`src/hdl/led_tuning_defines.vh`:
```
`ifndef LED_TUNING_DEFINES_VH
`define LED_TUNING_DEFINES_VH
// word byte addresses (offsets chosen here)
`define TUNE_LO_ADDR      12'h000
`define TUNE_HI_ADDR      12'h004
`define ROW_SEL_ADDR      12'h008
`define ROW_FLAGS_ADDR    12'h00C
`define IRQ_STATUS_ADDR   12'h010
`define IRQ_ENABLE_ADDR   12'h014
`define IRQ_CLEAR_ADDR    12'h018
// field positions inside the 48-bit configuration word
`define GREEN_EDGE_LSB    24
`define BLUE_EDGE_LSB     26
`define COARSE_LSB        32
`define FIRST_DIM_LSB     35
`define ISOLATION_BIT     39
`define BOOST_LEVEL_LSB   40
`define BOOST_EN_BIT      44
// writable bit mask of the configuration word (bits 44..32 and 27..24 in this block)
`define TUNE_WMASK        48'h1FFF_0F00_0000
// reset values
`define TUNE_RESET        48'h0800_0500_0000
`define ROW_SEL_RESET     5'h00
// interrupt status bits
`define IRQ_FLAG_NEW_BIT  0
`define IRQ_FLAG_ROW_BIT  1
`endif

```
`src/hdl/sync_two_ff.v`:
```
`timescale 1ns/10ps
`default_nettype none
// two flip-flop synchroniser, one per bit
module sync_two_ff #(
  parameter WIDTH = 32
) (
  // clock and reset
  input  wire             clock,
  input  wire             reset,
  // data
  input  wire [WIDTH-1:0] dataIn,
  output reg  [WIDTH-1:0] dataOut
);
  reg [WIDTH-1:0] stage1_r;

  // first stage feeds only the second
  always @(posedge clock or posedge reset) begin
    if (reset) begin
      stage1_r <= {WIDTH{1'b0}};
      dataOut  <= {WIDTH{1'b0}};
    end else begin
      stage1_r <= dataIn;
      dataOut  <= stage1_r;
    end
  end
endmodule // sync_two_ff
`default_nettype wire

```
`src/hdl/row_flag_select.v`:
```
`timescale 1ns/10ps
`default_nettype none
// picks the flag of the located row
module row_flag_select #(
  parameter ROWS = 32,
  parameter SELW = 5
) (
  // inputs
  input  wire [ROWS-1:0] rowFlags,
  input  wire [SELW-1:0] rowSel,
  // output
  output wire            rowHit
);
  assign rowHit = rowFlags[rowSel];
endmodule // row_flag_select
`default_nettype wire

```
`src/hdl/led_driver_tuning_config.v`:
```
// What this block does
// Bits 25..24 set the green turn-on edge speed, 00 slowest to 11 fastest, reset 01.
// Bits 27..26 set the blue turn-on edge speed, 00 slowest to 11 fastest, reset 01.
// Bits 32, 33, 34 enable the coarse compensation range of red, green, blue; reset off.
// Bits 38..35 give the first scan line dim level, code 0 is level 1, reset 0000.
// Bit 39 enables isolation between on and off channels, reset off.
// Bits 43..40 give the isolation boost level, applied only while bit 44 is set; bit 44 resets off.
// Bits 4..0 of the row select register name the scan line 0..31 to locate; reset 0.
// A read-only vector shows per scan line whether it has an open-load warning.
// Reserved bits read zero and ignore writes.
//
// Design decisions made here: the APB interface to the registers and the placing of the registers.
`timescale 1ns/10ps
`default_nettype none
`include "led_tuning_defines.vh"
module led_driver_tuning_config #(
  parameter ROWS = 32,
  parameter SELW = 5
) (
  // clock and reset
  input  wire            clock,
  input  wire            reset,
  // apb slave
  input  wire            psel,
  input  wire            penable,
  input  wire            pwrite,
  input  wire [11:0]     paddr,
  input  wire [31:0]     pwdata,
  input  wire [3:0]      pstrb,
  output reg  [31:0]     prdata,
  output reg             pready,
  output reg             pslverr,
  // open-load detector flags from analogue side
  input  wire [ROWS-1:0] openLoadRowFlagsIn,
  // configuration outputs
  output reg  [1:0]      greenTurnOnEdgeSpeed,
  output reg  [1:0]      blueTurnOnEdgeSpeed,
  output reg  [2:0]      coarseRangeEnable,
  output reg  [3:0]      firstLineDimLevel,
  output reg             onOffChannelIsolation,
  output reg  [3:0]      isolationBoostLevel,
  output reg             isolationBoostEnable,
  output reg  [SELW-1:0] openLoadRowNumber,
  output reg             locatedRowWarning,
  // interrupt
  output reg             irq
);
  reg  [47:0]     tune_r;
  reg  [47:0]     tune_nxt;
  reg  [SELW-1:0] rowSel_r;
  reg  [1:0]      irqStatus_r;
  reg  [1:0]      irqEnable_r;
  reg  [ROWS-1:0] flagsPrev_r;
  wire [ROWS-1:0] openLoadRowFlags;
  wire            rowHit;
  wire [47:0]     tuneMask;
  wire            access;
  wire            wrEn;
  wire [1:0]      irqEvents;
  wire [1:0]      irqClear;
  reg  [31:0]     readData;
  reg             addrOk;
  reg  [31:0]     byteMask;
  integer         i;

  // pin flags are asynchronous to this clock
  sync_two_ff #(
    .WIDTH(ROWS)
  ) flagSync (
    .clock   (clock),
    .reset   (reset),
    .dataIn  (openLoadRowFlagsIn),
    .dataOut (openLoadRowFlags)
  );

  // warning of the currently located row
  row_flag_select #(
    .ROWS(ROWS),
    .SELW(SELW)
  ) rowPick (
    .rowFlags (openLoadRowFlags),
    .rowSel   (rowSel_r),
    .rowHit   (rowHit)
  );

  // apb access phase, zero wait states
  assign tuneMask = `TUNE_WMASK;
  assign access = psel & penable;
  assign wrEn   = access & pwrite & addrOk;

  // byte lane mask from pstrb
  always @* begin
    for (i = 0; i < 32; i = i + 1) begin
      byteMask[i] = pstrb[i/8];
    end
  end

  // address decode and read mux
  always @* begin
    addrOk   = 1'b1;
    readData = 32'h0000_0000;
    case (paddr)
      `TUNE_LO_ADDR:    readData = tune_r[31:0];
      `TUNE_HI_ADDR:    readData = {16'h0000, tune_r[47:32]};
      `ROW_SEL_ADDR:    readData = {{(32-SELW){1'b0}}, rowSel_r};
      `ROW_FLAGS_ADDR:  readData = openLoadRowFlags;
      `IRQ_STATUS_ADDR: readData = {30'h0000_0000, irqStatus_r};
      `IRQ_ENABLE_ADDR: readData = {30'h0000_0000, irqEnable_r};
      `IRQ_CLEAR_ADDR:  readData = 32'h0000_0000;
      default:          addrOk   = 1'b0;
    endcase
  end

  // next configuration word, writable bits only
  always @* begin
    tune_nxt = tune_r;
    if (wrEn && paddr == `TUNE_LO_ADDR) begin
      tune_nxt[31:0] = (tune_r[31:0] & ~(byteMask & tuneMask[31:0]))
                     | (pwdata & byteMask & tuneMask[31:0]);
    end
    if (wrEn && paddr == `TUNE_HI_ADDR) begin
      tune_nxt[47:32] = (tune_r[47:32] & ~(byteMask[15:0] & tuneMask[47:32]))
                      | (pwdata[15:0] & byteMask[15:0] & tuneMask[47:32]);
    end
  end

  // interrupt events: located row warning rises, any flag rises
  assign irqEvents[`IRQ_FLAG_NEW_BIT] = |(openLoadRowFlags & ~flagsPrev_r);
  assign irqEvents[`IRQ_FLAG_ROW_BIT] = rowHit & ~locatedRowWarning;
  assign irqClear = (wrEn && paddr == `IRQ_CLEAR_ADDR && pstrb[0]) ? pwdata[1:0] : 2'h0;

  // registers, apb answer and interrupt
  always @(posedge clock or posedge reset) begin
    if (reset) begin
      tune_r      <= `TUNE_RESET;
      rowSel_r    <= `ROW_SEL_RESET;
      irqStatus_r <= 2'h0;
      irqEnable_r <= 2'h0;
      flagsPrev_r <= {ROWS{1'b0}};
      prdata      <= 32'h0000_0000;
      pready      <= 1'b0;
      pslverr     <= 1'b0;
      irq         <= 1'b0;
      locatedRowWarning <= 1'b0;
    end else begin
      tune_r <= tune_nxt;
      if (wrEn && paddr == `ROW_SEL_ADDR && pstrb[0]) begin
        rowSel_r <= pwdata[SELW-1:0];
      end
      if (wrEn && paddr == `IRQ_ENABLE_ADDR && pstrb[0]) begin
        irqEnable_r <= pwdata[1:0];
      end
      // set wins over clear
      irqStatus_r <= (irqStatus_r & ~irqClear) | irqEvents;
      flagsPrev_r <= openLoadRowFlags;
      locatedRowWarning <= rowHit;
      irq <= |(((irqStatus_r & ~irqClear) | irqEvents) & irqEnable_r);
      // pready and read data registered: answer one cycle after setup
      pready  <= psel & ~penable;
      pslverr <= psel & ~penable & ~addrOk;
      prdata  <= (psel & ~penable & ~pwrite) ? readData : 32'h0000_0000;
    end
  end

  // configuration fields to the analogue circuits
  always @(posedge clock or posedge reset) begin
    if (reset) begin
      greenTurnOnEdgeSpeed  <= 2'h1;
      blueTurnOnEdgeSpeed   <= 2'h1;
      coarseRangeEnable     <= 3'h0;
      firstLineDimLevel     <= 4'h0;
      onOffChannelIsolation <= 1'b0;
      isolationBoostLevel   <= 4'h0;
      isolationBoostEnable  <= 1'b0;
      openLoadRowNumber     <= `ROW_SEL_RESET;
    end else begin
      greenTurnOnEdgeSpeed  <= tune_r[`GREEN_EDGE_LSB +: 2];
      blueTurnOnEdgeSpeed   <= tune_r[`BLUE_EDGE_LSB +: 2];
      coarseRangeEnable     <= tune_r[`COARSE_LSB +: 3];
      firstLineDimLevel     <= tune_r[`FIRST_DIM_LSB +: 4];
      onOffChannelIsolation <= tune_r[`ISOLATION_BIT];
      isolationBoostEnable  <= tune_r[`BOOST_EN_BIT];
      // level reaches the circuit only while boost is enabled
      isolationBoostLevel   <= tune_r[`BOOST_EN_BIT] ? tune_r[`BOOST_LEVEL_LSB +: 4] : 4'h0;
      openLoadRowNumber     <= rowSel_r;
    end
  end
endmodule // led_driver_tuning_config
`default_nettype wire

```
`config.mk`:
```
export PLATFORM = sky130hd
export DESIGN_NAME = led_driver_tuning_config
export DESIGN_NICKNAME = d
export VERILOG_FILES = /design/src/hdl/sync_two_ff.v /design/src/hdl/row_flag_select.v /design/src/hdl/led_driver_tuning_config.v
export VERILOG_INCLUDE_DIRS = /design/src /design/src/hdl
export SDC_FILE = /design/constraint.sdc
export NUM_CORES = 1
export LEC_CHECK = 0
export BUFFER_PORTS_ARGS = -buffer_cell sky130_fd_sc_hd__clkbuf_2
export CORE_MARGIN = 1
export CORE_UTILIZATION = 57
export DETAILED_ROUTE_END_ITERATION = 6
export PLACE_DENSITY = 0.85
export SLEW_MARGIN = 20
export SYNTH_ARGS = -nofsm -noshare
export SYNTH_HDL_FRONTEND = slang
export SYNTH_SLANG_ARGS = --single-unit
export TNS_END_PERCENT = 20
```
`constraint.sdc`:
```
create_clock -name clock -period 17.05 [get_ports clock]
set_clock_uncertainty 0.2 [all_clocks]
set_input_delay 1.705 -clock clock [delete_from_list [all_inputs] [get_ports clock]]
set_output_delay 1.705 -clock clock [all_outputs]
set_load 0.1 [all_outputs]
```
==> impl_metrics.py <==
metrics = {
    "run_status": {
        "status": "finished, final reports clean",
    },
    "worst_setup_path": {
        "critical_path_class": "primary input to register",
        "crit_required_ps": 17310,
        "crit_path_end_kind": "register",
        "cp_data_arrival_time_ps": 4150,
        "start_kind": "primary input",
        "cp_max_fo": 15,
    },
    "global_routing": {
        "antenna_found_initial": 0,
        "grt_max_degree": 93,
        "grt_pass1_wl_um": 19200,
        "grt_pass1_vias": 3817,
        "track_usage_pct": 23.7,
        "grt_overflow": 0,
    },
    "layout": {
        "drive_gt1_share_pct": 36.0,
        "area_growth_pct": 22.0,
        "fillCellCount": 636,
        "layout_commonest_cell": "dfrtp_1",
        "fin_nets": 625,
        "final_cells": 689,
        "final_cell_mix": "175 x dfrtp_1, 126 x clkbuf_2, 24 x inv_1, 24 x mux2_2, 22 x nor2_1",
        "n_antenna_cell": 0,
    },
    "synth": {
        "synthesis.nets": 489,
        "yosysUniqueCellTypes": 40,
        "seq_area_frac_synth_pct": 74.2,
        "ys_seq_elements": 180,
        "syn_area_um2": 6080,
        "syn_avg_cell_area_um2": 15.0,
        "yosysWarnings": 0,
        "postSynthCellCount": 404,
    },
    "flow_run": {
        "cap_violations": 0,
    },
    "timing": {
        "tns_ps": 0,
        "slew-limit-headroom_pct": 33.1,
        "slew_violations": 0,
        "rsz0062_at_grt": "false",
        "holdWs_ps": 145,
        "fin_crit_ps": 3890,
        "finalSetupViolCount": 0,
        "fmax_ghz": 0.257,
        "max_slew.worst_pin.slew_ps": 1000,
        "hold_violations": 0,
        "timing.final.crit_share_pct": 22.8,
    },
    "detailed_routing": {
        "antenna_left": 0,
        "dr.pass1.iters": 4,
        "vias_per_cell": 5.37,
        "routed_wl_um": 11900,
        "drt_iter0_drc": 196,
        "via_count": 3698,
        "drc": 0,
        "wl_per_cell_um": 17.2,
    },
    "clocking": {
        "cts-root-buf": "clkbuf_8",
        "holdBufCountCts": 0,
        "cts_buffers": 17,
        "cts-resized-gates": 0,
        "clock_path_buffers": 2,
        "clock_latency_ps": 530,
        "ctsHtreeMaxLevel": 4,
        "clkTransAtPathRegs_ps": 70,
        "clock-sinks": 180,
        "cts_tree": "built",
        "post_cts_buffers": 0,
    },
    "min_path": {
        "hold_path.class": "register to register",
    },
    "die": {
        "core-area_um2": 10300,
        "die_h_um": 105,
        "design.die.area_um2": 11100,
        "chipWidth_um": 105,
        "ioPinCount": 143,
        "placementRows": 37,
        "start_util_pct": 58.9,
    },
    "placement": {
        "place_inst": 657,
        "io_buffers": 126,
        "dpl.hpwl_um": 7810,
        "gp_congestion": 0.850,
    },
    "pwr": {
        "power.leakage_nw": 3.64,
        "power.density_nw_per_um2": 113,
        "total_power_mw": 0.840,
        "irDropWorstVdd_uv": 65.4,
    },
}
-- Yosys cell counts (all sizes together) --
cell type	n	share of area, %
and3	4	0.43
nor4b	1	0.39
o41ai	1	0.27
nor4	6	1.2
nor3	2	0.16
a222oi	2	0.33
a21oi	4	0.33
mux2	27	5.0
nor3b	1	0.21
a221o	1	0.16
o41a	1	0.19
o22ai	8	0.82
mux2i	15	2.5
nor2b	2	0.21
or4	1	0.19
and2	20	2.1
dfrtp	175	72
clkbuf	2	0.12
buf	8	0.64
a211oi	2	0.25
nand3	7	0.78
a22oi	19	2.3
a41oi	1	0.14
o2111ai	4	0.58
a21o	1	0.12
o2bb2ai	2	0.29
nor2	24	1.6
nand2	12	0.74
nand4	2	0.21
nand2b	16	1.6
dfstp	5	2.2
inv	25	1.5
o211ai	3	0.37
-- power breakdown --
part | switching, mW | internal (mW) | total, mW
Combinational | 0.0200 | 0.0105 | 0.0305
Sequential | 0.00784 | 0.439 | 0.447
Clock | 0.162 | 0.200 | 0.362
-- routing by layer --
layer,up-vias,GRT usage [%],wire length (um)
li1,1663,-,-
met1,1844,30.5,4870
met2,163,37.4,5920
met3,28,6.93,789
met4,0,11.5,289
met5,-,0,0
-- worst max-delay path: stages --
cell	delay, ps
clkbuf_2	80
nor3_1	380
nand3_4	210
nor4_4	690
nor3b_2	840
and2_1	250
-- layout make-up --
cell class                 count  area [um^2]  area share (%)
clock buffer                  19          432            5.82
clock inverter                13          124            1.67
inverter                      25         98.8            1.33
multi-input combinational    189         1440            19.4
sequential                   180         4510            60.9
tap                          136          170            2.30
timing repair buffer         127          642            8.66
-- worst paths after layout --
| kind | from | endpoint | slack (ps) | cells past startpoint |
|---|---|---|---|---|
| max | paddr[1] | prdata[18]$_DFF_PP0_ | 13160 | 6 |
| min in group asynchronous | reset | flagSync.stage1_r[20]$_DFF_PP0_ | 1110 | 2 |
| max reg2reg | rowSel_r[0]$_DFFE_PP0P_ | irq$_DFF_PP0_ | 14730 | 5 |
| min reg2reg | flagSync.stage1_r[0]$_DFF_PP0_ | flagSync.dataOut[0]$_DFF_PP0_ | 140 | 0 |
| min | flagSync.stage1_r[0]$_DFF_PP0_ | flagSync.dataOut[0]$_DFF_PP0_ | 140 | 0 |
| max in group asynchronous | reset | prdata[3]$_DFF_PP0_ | 14320 | 3 |
-- per-stage QoR --
stage          area, um^2  util (%)  setup WS [ps]
2_1_floorplan        6080         -          10270
3_3_place_gp         6840      66.3          12740
3_5_place_dp         6850      66.4          12680
4_1_cts              7410      71.8          13180
5_1_grt              7410      71.8          12970
6_report             7410      71.8          13160
-- kinds of logic (layout without fill, tap and decap cells) --
logic type | after synthesis | in the layout | synth area share (%)
buf+inv | 35 | 184 | 2.31
flops | 180 | 180 | 74.2
simple gates | 98 | 98 | 9.80
mux | 42 | 42 | 7.47
compound gates | 49 | 49 | 6.20
-- registers in the layout, indices dropped and copies added (netlist names), 2 cells and up, named ones only --
name                  flops
prdata                   32
isolationBoostLevel       4
greenTurnOnEdgeSpeed      2
firstLineDimLevel         4
flagsPrev_r              32
rowSel_r                  5
flagSync.stage1_r        32
irqStatus_r               2
flagSync.dataOut         32
irqEnable_r               2
coarseRangeEnable         3
openLoadRowNumber         5
blueTurnOnEdgeSpeed       2
Note: power is estimated with default switching activity, not from simulation.
